===== config.mk =====
export PLATFORM = sky130hd
export DESIGN_NAME = lit_sub_exec
export DESIGN_NICKNAME = d
export VERILOG_FILES = /design/src/logic/lit_sub_pkg.sv /design/src/logic/lit_sub_exec.sv
export VERILOG_INCLUDE_DIRS = /design/src /design/src/logic
export SDC_FILE = /design/constraint.sdc
export NUM_CORES = 1
export LEC_CHECK = 0
export BUFFER_PORTS_ARGS = -buffer_cell sky130_fd_sc_hd__buf_4
export CORE_MARGIN = 2
export CORE_UTILIZATION = 46
export CTS_CLUSTER_DIAMETER = 150
export DETAILED_ROUTE_END_ITERATION = 10
export PLACE_DENSITY = 0.72
export SYNTH_ARGS = -nofsm -noshare
export SYNTH_HDL_FRONTEND = slang
export SYNTH_SLANG_ARGS = --single-unit

===== constraint.sdc =====
create_clock -name clk_i -period 3.5 [get_ports clk_i]
set_clock_uncertainty 0.2 [all_clocks]
set_input_delay 0.35 -clock clk_i [delete_from_list [all_inputs] [get_ports clk_i]]
set_output_delay 0.35 -clock clk_i [all_outputs]
set_load 0.02 [all_outputs]

===== src/logic/lit_sub_consts.svh =====
`ifndef LIT_SUB_CONSTS_SVH
`define LIT_SUB_CONSTS_SVH

// Register byte offsets on the bus
`define OFS_WORK 8'h00
`define OFS_FLAGS 8'h04
`define OFS_INSTR 8'h08
`define OFS_CTRL 8'h0c
`define OFS_COUNT 8'h10

// Control register field positions
`define CTRL_PORT_EN 0
`define CTRL_PEND 1

// Reset values
`define RST_WORK 8'h00
`define RST_FLAGS 5'h00
`define RST_PORT_EN 1'b1

// Opcode byte of the literal-minus-working operation
`define OPC_LIT_MINUS_W 8'h08

// Cycles from an accepted instruction to its written result
`define EXEC_CYCLES 1

`endif


===== src/logic/lit_sub_pkg.sv =====
package lit_sub_pkg;

    // Status flags; bit order gives c=0, dc=1, z=2, ov=3, n=4
    typedef struct packed {
        logic n;
        logic ov;
        logic z;
        logic dc;
        logic c;
    } flags_s;

    // Classic Wishbone request from the master
    typedef struct packed {
        logic cyc;
        logic stb;
        logic we;
        logic [7:0] adr;
        logic [3:0] sel;
        logic [31:0] dat;
    } wb_req_s;

    // Instruction word from the decoder
    typedef struct packed {
        logic valid;
        logic [15:0] word;
    } instr_s;

endpackage


===== src/logic/lit_sub_exec.sv =====
// Our own choices: the address map and register access over Wishbone.
`timescale 1ns/10ps
`default_nettype none
`include "lit_sub_consts.svh"

module lit_sub_exec #(
    parameter int unsigned CNT_W = 16
) (
    input wire logic clk_i,
    input wire logic rst_i,
    input wire lit_sub_pkg::wb_req_s wb_req_i,
    output logic [31:0] wb_dat_o,
    output logic wb_ack_o,
    input wire lit_sub_pkg::instr_s instr_i,
    output logic [7:0] work_o,
    output var lit_sub_pkg::flags_s flags_o,
    output logic done_o,
    output logic illegal_o
);
    import lit_sub_pkg::*;

    // Address match used by every register decode
    function automatic logic adr_is(input logic [7:0] a,
                                    input logic [7:0] ofs);
        return a == ofs;
    endfunction

    // State
    logic [7:0] work_q;
    logic [7:0] work_d;
    flags_s flags_q;
    flags_s flags_d;
    logic port_en_q;
    logic [CNT_W-1:0] count_q;
    logic pend_q;
    logic [15:0] pend_word_q;
    logic [15:0] last_q;
    logic ack_q;
    logic [31:0] dat_q;
    logic done_q;
    logic illegal_q;

    // Bus decode; a write commits at the edge where ack is high
    wire logic bus_hit = wb_req_i.cyc & wb_req_i.stb;
    wire logic bus_wr = bus_hit & wb_req_i.we & ack_q;
    wire logic hit_work = adr_is(wb_req_i.adr, `OFS_WORK);
    wire logic hit_flags = adr_is(wb_req_i.adr, `OFS_FLAGS);
    wire logic hit_instr = adr_is(wb_req_i.adr, `OFS_INSTR);
    wire logic hit_ctrl = adr_is(wb_req_i.adr, `OFS_CTRL);
    wire logic hit_count = adr_is(wb_req_i.adr, `OFS_COUNT);
    wire logic wr_work = bus_wr & hit_work & wb_req_i.sel[0];
    wire logic wr_flags = bus_wr & hit_flags & wb_req_i.sel[0];
    wire logic wr_instr = bus_wr & hit_instr & (&wb_req_i.sel[1:0]);
    wire logic wr_ctrl = bus_wr & hit_ctrl & wb_req_i.sel[0];

    // A second instruction write waits while one is still queued
    wire logic stall = pend_q & hit_instr & wb_req_i.we;
    wire logic ack_d = bus_hit & ~ack_q & ~stall;

    // Instruction source: decoder port first, queued bus word next
    wire logic port_go = instr_i.valid & port_en_q;
    wire logic cur_valid = port_go | pend_q;
    wire logic [15:0] cur_word = port_go ? instr_i.word : pend_word_q;
    wire logic pend_d = wr_instr | (pend_q & port_go);

    // Opcode check on the upper byte, literal in the low byte
    wire logic op_match = cur_word[15:8] == `OPC_LIT_MINUS_W;
    wire logic fire = cur_valid & op_match;
    wire logic bad = cur_valid & ~op_match;
    wire logic [7:0] lit = cur_word[7:0];

    // Nine-bit difference keeps the borrow in the top bit
    wire logic [8:0] diff9 = {1'b0, lit} - {1'b0, work_q};
    wire logic [4:0] nib5 = {1'b0, lit[3:0]} - {1'b0, work_q[3:0]};
    wire logic [7:0] res = diff9[7:0];

    // New flag values from the computed difference
    wire logic n_new = res[7];
    wire logic z_new = res == 8'h00;
    wire logic c_new = ~diff9[8];
    wire logic dc_new = ~nib5[4];
    wire logic ov_new = (lit[7] ^ work_q[7]) & (res[7] ^ lit[7]);
    wire flags_s flags_new = '{n: n_new, ov: ov_new, z: z_new,
                               dc: dc_new, c: c_new};

    // Next state; an executing instruction wins over a bus write
    assign work_d = fire ? res : (wr_work ? wb_req_i.dat[7:0] : work_q);
    assign flags_d = fire ? flags_new :
                     (wr_flags ? flags_s'(wb_req_i.dat[4:0]) : flags_q);

    // Read multiplexer; unmapped offsets read as zero
    wire logic [31:0] rd_ctrl = {30'h0, pend_q, port_en_q};
    wire logic [31:0] rd_word =
        hit_work ? {24'h0, work_q} :
        hit_flags ? {27'h0, flags_q} :
        hit_instr ? {16'h0, last_q} :
        hit_ctrl ? rd_ctrl :
        hit_count ? 32'(count_q) : 32'h0;

    // Working register and flags
    always_ff @(posedge clk_i) begin
        if (rst_i) begin
            work_q <= `RST_WORK;
            flags_q <= flags_s'(`RST_FLAGS);
        end else begin
            work_q <= work_d;
            flags_q <= flags_d;
        end
    end

    // Queued bus instruction and last taken word, unknown opcodes included
    always_ff @(posedge clk_i) begin
        if (rst_i) begin
            pend_q <= 1'b0;
            pend_word_q <= 16'h0;
            last_q <= 16'h0;
        end else begin
            pend_q <= pend_d;
            if (wr_instr) begin
                pend_word_q <= wb_req_i.dat[15:0];
            end
            if (cur_valid) begin
                last_q <= cur_word;
            end
        end
    end

    // Control and execution counter
    always_ff @(posedge clk_i) begin
        if (rst_i) begin
            port_en_q <= `RST_PORT_EN;
            count_q <= '0;
        end else begin
            if (wr_ctrl) begin
                port_en_q <= wb_req_i.dat[`CTRL_PORT_EN];
            end
            if (fire) begin
                count_q <= count_q + 1'b1;
            end
        end
    end

    // Completion pulses, one cycle after the instruction is taken
    always_ff @(posedge clk_i) begin
        if (rst_i) begin
            done_q <= 1'b0;
            illegal_q <= 1'b0;
        end else begin
            done_q <= fire;
            illegal_q <= bad;
        end
    end

    // Bus answer: ack one cycle after the request unless a stalled instruction write, dropped after one
    always_ff @(posedge clk_i) begin
        if (rst_i) begin
            ack_q <= 1'b0;
            dat_q <= 32'h0;
        end else begin
            ack_q <= ack_d;
            dat_q <= ack_d ? rd_word : 32'h0;
        end
    end

    // Outputs straight from flip-flops
    assign work_o = work_q;
    assign flags_o = flags_q;
    assign done_o = done_q;
    assign illegal_o = illegal_q;
    assign wb_ack_o = ack_q;
    assign wb_dat_o = dat_q;
endmodule

`default_nettype wire


Word-level counts from Yosys, hierarchy flattened

Cells that the tools add are included.

Flip-flop bits (word level): 98
Input port bits: 66
Output and inout bits: 48
Logic and storage cells: 73

Add/subtract/negate cells: 3
Equality and inequality tests: 5
Mux-type cells: 10
Bitwise operators: 30
Reduce and logical (&&, ||, !) cells: 8

Operator list:

| operator                                                              | number |
|---|---|
| 16-bit two-way mux                                                    | 4 |
| 8-bit two-way mux                                                     | 4 |
| 8-bit by 4-bit equality test with 1-bit output, second input constant | 3 |
| 1-bit AND                                                             | 20 |
| 16-bit by 1-bit adder with 16-bit output, second input constant       | 1 |
| 8-bit logical NOT                                                     | 2 |
| 5-bit two-way mux                                                     | 2 |
| 8-bit by 8-bit subtractor with 9-bit output                           | 1 |
| 8-bit by 3-bit equality test with 1-bit output, second input constant | 1 |
| 8-bit by 5-bit equality test with 1-bit output, second input constant | 1 |
| 1-bit inverter                                                        | 6 |
| 6-bit OR reduction                                                    | 1 |
| 4-bit by 4-bit subtractor with 5-bit output                           | 1 |
| 2-bit nonzero test                                                    | 2 |
| 4-bit OR reduction                                                    | 1 |
| 1-bit bitwise OR                                                      | 2 |
| 2-bit AND reduction                                                   | 1 |
| 2-bit OR reduction                                                    | 1 |
| 1-bit bitwise XOR                                                     | 2 |

Depth between registers and ports, before layout

Word-level depth: 7
Gate-level depth with buffers: 12

Least setup slack after synthesis

OpenSTA, ideal clock, no wires.

Kind: input port to flip-flop
From: input port instr_i[16] in the netlist's numbering
To: register flags_q, in the netlist flags_o[2]
Arrival: 2,642 ps
Path slack: 542 ps
Cell stages on the path: 12
Path through: nand2_2 > clkbuf_1 > mux2i_1 > ha_1 > inv_1 > fa_1 > a211oi_1 > o21bai_1 > a21oi_1 > nor2b_1 > o21a_1 > a41o_1

Word-level cells in the longest chain between the ends: 5
Elaborated cells between the ends (all ways): 9

RTL lines:

| element                                                                                                              | line                                   | source |
|---|---|---|
| start: declaration                                                                                                   | lit_sub_exec.sv:14                     | `input wire lit_sub_pkg::instr_s instr_i,` |
| 1-bit AND (*)                                                                                                        | lit_sub_exec.sv:61                     | `wire logic port_go = instr_i.valid & port_en_q;` |
| 16-bit two-way mux                                                                                                   | lit_sub_exec.sv:63                     | `wire logic [15:0] cur_word = port_go ? instr_i.word : pend_word_q;` |
| 8-bit by 8-bit subtractor with 9-bit output / 8-bit by 4-bit equality test with 1-bit output (equally long branches) | -                                      |  |
| 8-bit logical NOT / 1-bit AND (equally long branches)                                                                | lit_sub_exec.sv:79, lit_sub_exec.sv:68 |  |
| 5-bit two-way mux / 2-bit nonzero test (equally long branches)                                                       | -                                      |  |
| end signal: assignment                                                                                               | lit_sub_exec.sv:104                    | `` flags_q <= flags_s'(`RST_FLAGS); `` |
| end signal: assignment                                                                                               | lit_sub_exec.sv:107                    | `flags_q <= flags_d;` |
| end: declaration                                                                                                     | lit_sub_exec.sv:31                     | `flags_s flags_q;` |

Every way passes the cells marked *; elsewhere a longest branch is shown, timed or not.
A chain may end at the register's enable or synchronous reset.

Final worst setup path

From: register port_en_q
To: register work_q[6], in the netlist work_o[6]

Word-level cells in the longest chain between the ends: 5
Elaborated cells between the ends (all ways): 8

RTL lines:

| element                                                                                             | line                | source |
|---|---|---|
| start: declaration                                                                                  | lit_sub_exec.sv:33  | `logic port_en_q;` |
| start signal: assignment                                                                            | lit_sub_exec.sv:131 | `` port_en_q <= `RST_PORT_EN; `` |
| start signal: assignment                                                                            | lit_sub_exec.sv:135 | `` port_en_q <= wb_req_i.dat[`CTRL_PORT_EN]; `` |
| 1-bit AND (*)                                                                                       | lit_sub_exec.sv:61  |  |
| parallel branches: the longest is 4 deep, another holds 8-bit by 8-bit subtractor with 9-bit output | -                   |  |
| end signal: assignment                                                                              | lit_sub_exec.sv:103 | `` work_q <= `RST_WORK; `` |
| end signal: assignment                                                                              | lit_sub_exec.sv:106 | `work_q <= work_d;` |
| end: declaration                                                                                    | lit_sub_exec.sv:29  | `logic [7:0] work_q;` |

Mark *: on every way between the ends.

==> results_dict.tcl <==
set metrics [dict create \
    critPathKind "reg -> reg" \
    min_period_ns 2.97 \
    synth_edf_count 0 \
    p_switching_uw 496 \
    worstSkewPairLatency_ns 0.35 \
    hold_class "in -> reg" \
    die_y_um 98.3 \
    synthFlopType "dfxtp_1" \
    arrival_ns 3.04 \
    grt_pass1_vias 3571 \
    track_usage 0.213 \
    max_clock_freq_ghz 0.336 \
    startpoint "port_en_q$_SDFFE_PP1P_" \
    cpMostUsedCell "a211oi_1" \
    ctsHoldBuffers 0 \
    synth_cell_types 54 \
    post_cts_buffers 0 \
    first_iter_violations 178 \
    fin_cells 657 \
    reg2reg_slack_ns 0.53 \
    power_leakage_nw 1.81 \
    place_congestion 0.917 \
    hpwl_mm 7.52 \
    cp-start-kind "flop" \
    grt_pass1_wl_mm 16.8 \
    routed_wl_mm 10.1 \
    yosysTopAreaCellShare 0.402 \
    min_to "pend_word_q[9]$_SDFFE_PP0P_" \
    diodes 0 \
    ys_seq_elements 82 \
    drv_cap 0 \
    p_seq_frac 0.533 \
    yosysMostFrequentCell "dfxtp_1" \
    synthTopCellsByCount "dfxtp_1, nand2_1, nor2_1" \
    holdPathStages 3 \
    slowest_stage "dfxtp_1" \
    required_ns 3.57 \
    finalNetCount 620 \
    start_util 0.471 \
    ys_seq_area_frac 0.402 \
    io_pins 114 \
    core_um2 8680 \
    fin_setup_tns_ns 0 \
    yosysWarnings 0 \
    max_stage_delay_ns 0.45 \
    hp-start "wb_req_i[9]" \
    p_per_area_nw_per_um2 371 \
    synthTopCellsByArea "dfxtp_1, mux2i_1, nand2_1" \
    r2r_end "work_o[6]$_SDFFE_PP0P_" \
    overflow 0 \
    finalSetupViolations 0 \
    critPathTopFamily "compound AO/OA/AOI/OAI gates" \
    io_buffers 79 \
    avgSynthCellArea_um2 8.59 \
    reg2reg_from "port_en_q$_SDFFE_PP1P_" \
    rsz0062_at_grt "false" \
    area.growth.synth_to_final_pct 18.2 \
    antenna_left 0 \
    drive_above_1_share 0.222 \
    die_x_um 98.3 \
    max_slew_margin 0.509 \
    dp_cells 641 \
    path_buf_inv 1 \
    cts_root_buf "clkbuf_8" \
    combPwrFrac 0.108 \
    grt_max_degree 68 \
    synthArstFlopShare 0 \
    min_period_over_period 0.849 \
    cts_sinks 82 \
    synth_cells 476 \
    viasPerCell 5.49 \
    wl_per_cell_um 15.4 \
    status "finished, final reports clean" \
    irDropWorstVdd_uv 185 \
    pwr-share-clk 0.358 \
    netlist_area_um2 4090 \
    r2r_cells 11 \
    clock_path_buffers 2 \
    drv_slew 0 \
    tightestPinTransition_ns 0.736 \
    crit_fanout 6 \
    clkTransAtPathRegs_ns 0.09 \
    die_area_um2 9660 \
    crit_path_end_kind "flop" \
    h-tree-depth 3 \
    drc 0 \
    num_rows 34 \
    cts_made_buffers 9 \
    tritoncts "yes" \
    hold_violations 0 \
    post-synth-top-area-cell "dfxtp_1" \
    cts-resized-gates 0 \
    swShare 0.276 \
    dr.pass1.iters 6 \
    num_vias 3604 \
    cp_cell_sequence "nand2_2, mux2i_1, ha_1, inv_1, fa_1, a211oi_1, o21bai_1, a21oi_1, nor2b_1, o21a_1, a211oi_1" \
    p_int_mw 1.30 \
    antenna_found_initial 0 \
]
[worst max path at each step]
stage / to / slack (ns) / cells after the start
floorplan: flags_o[2]$_SDFFE_PP0P_ / 0.54 / 12
global placement: flags_o[2]$_SDFFE_PP0P_ / 0.52 / 12
detailed placement: work_o[6]$_SDFFE_PP0P_ / 0.51 / 12
CTS: work_o[6]$_SDFFE_PP0P_ / 0.53 / 11
global route: work_o[6]$_SDFFE_PP0P_ / 0.31 / 11
finish: work_o[6]$_SDFFE_PP0P_ / 0.53 / 11
[metrics by stage]
step / power [mW] / util / hold WS (ns) / cell area [um2] / setup slack (ns)
floorplan: 1.11 / - / 0.232 / 4140 / 0.542
global placement: 1.17 / 0.535 / 0.239 / 4650 / 0.525
detailed placement: 1.17 / 0.535 / 0.247 / 4650 / 0.507
CTS: 1.80 / 0.557 / 0.0334 / 4830 / 0.534
global route: 1.87 / 0.557 / 0.0411 / 4830 / 0.309
finish: 1.79 / 0.557 / 0.0414 / 4830 / 0.527
[metal layers]
| metal | part of all wire | GRT usage |
|---|---|---|
| met5 | 0 | 0 |
| met2 | 0.47 | 0.348 |
| met3 | 0.056 | 0.0372 |
| met4 | 0.018 | 0.0780 |
| met1 | 0.45 | 0.284 |
[power groups by stage]
stage | registers (mW) | clock network, mW | logic, mW
4_1_cts | 0.956 | 0.652 | 0.193
3_3_place_gp | 0.978 | 0 | 0.190
3_5_place_dp | 0.978 | 0 | 0.192
5_1_grt | 0.958 | 0.698 | 0.213
6_report | 0.957 | 0.643 | 0.195
2_1_floorplan | 0.977 | 0 | 0.132
[worst reg2reg max path, stage by stage, from the launching register on]
cell	delay, ns
dfxtp_1	0.45
nand2_2	0.16
mux2i_1	0.26
ha_1	0.23
inv_1	0.06
fa_1	0.41
a211oi_1	0.34
o21bai_1	0.13
a21oi_1	0.18
nor2b_1	0.08
o21a_1	0.21
a211oi_1	0.20
[cell type report]
| type | instances | area [um2] |
|---|---|---|
| clock buffers | 9 | 124 |
| well taps | 108 | 135 |
| multi-input cells | 354 | 2190 |
| fillers | 842 | 3850 |
| inverters | 13 | 48.8 |
| repair buffers | 84 | 631 |
| flip-flops and latches | 82 | 1640 |
| clock inverters | 7 | 60.1 |
[placed cells by master, fill, tap and decap left out, drive strengths merged, types with 2 or more instances in the layout]
cell / count
clkbuf: 9
a211oi: 23
a22oi: 13
nor2b: 4
nand3: 12
o21a: 3
clkinv: 3
or3: 3
mux2i: 25
ha: 9
mux2: 8
o21ai: 8
a31oi: 2
nor4: 10
dfxtp: 82
nor4b: 2
a21o: 3
a21oi: 35
nand2: 62
buf: 84
nor2: 59
a21boi: 2
xor2: 4
conb: 16
a221oi: 2
xnor2: 16
nand2b: 4
and3: 6
inv: 16
nor3: 12
[state kept, by name, summed over array words and instances, names as in the netlist]
register,cells
count_q,16
last_q,16
pend_word_q,16
wb_dat_o,16
work_o,8
flags_o,5
done_o,1
illegal_o,1
pend_q,1
port_en_q,1
wb_ack_o,1
[kinds of logic (layout without fill, tap and decap cells)]
group | after synthesis | after routing | share of synthesized area
buffers and inverters | 55 | 113 | 0.0762
AOI/OAI and AO/OA | 97 | 97 | 0.158
other | 1 | 16 | 0.000917
adders and majority gates | 10 | 10 | 0.0324
muxes | 33 | 33 | 0.0833
xor gates and xnor gates | 20 | 20 | 0.0429
DFF | 82 | 82 | 0.402
and+or+nand+nor | 178 | 178 | 0.205
Power figures use the tool's default switching activity.
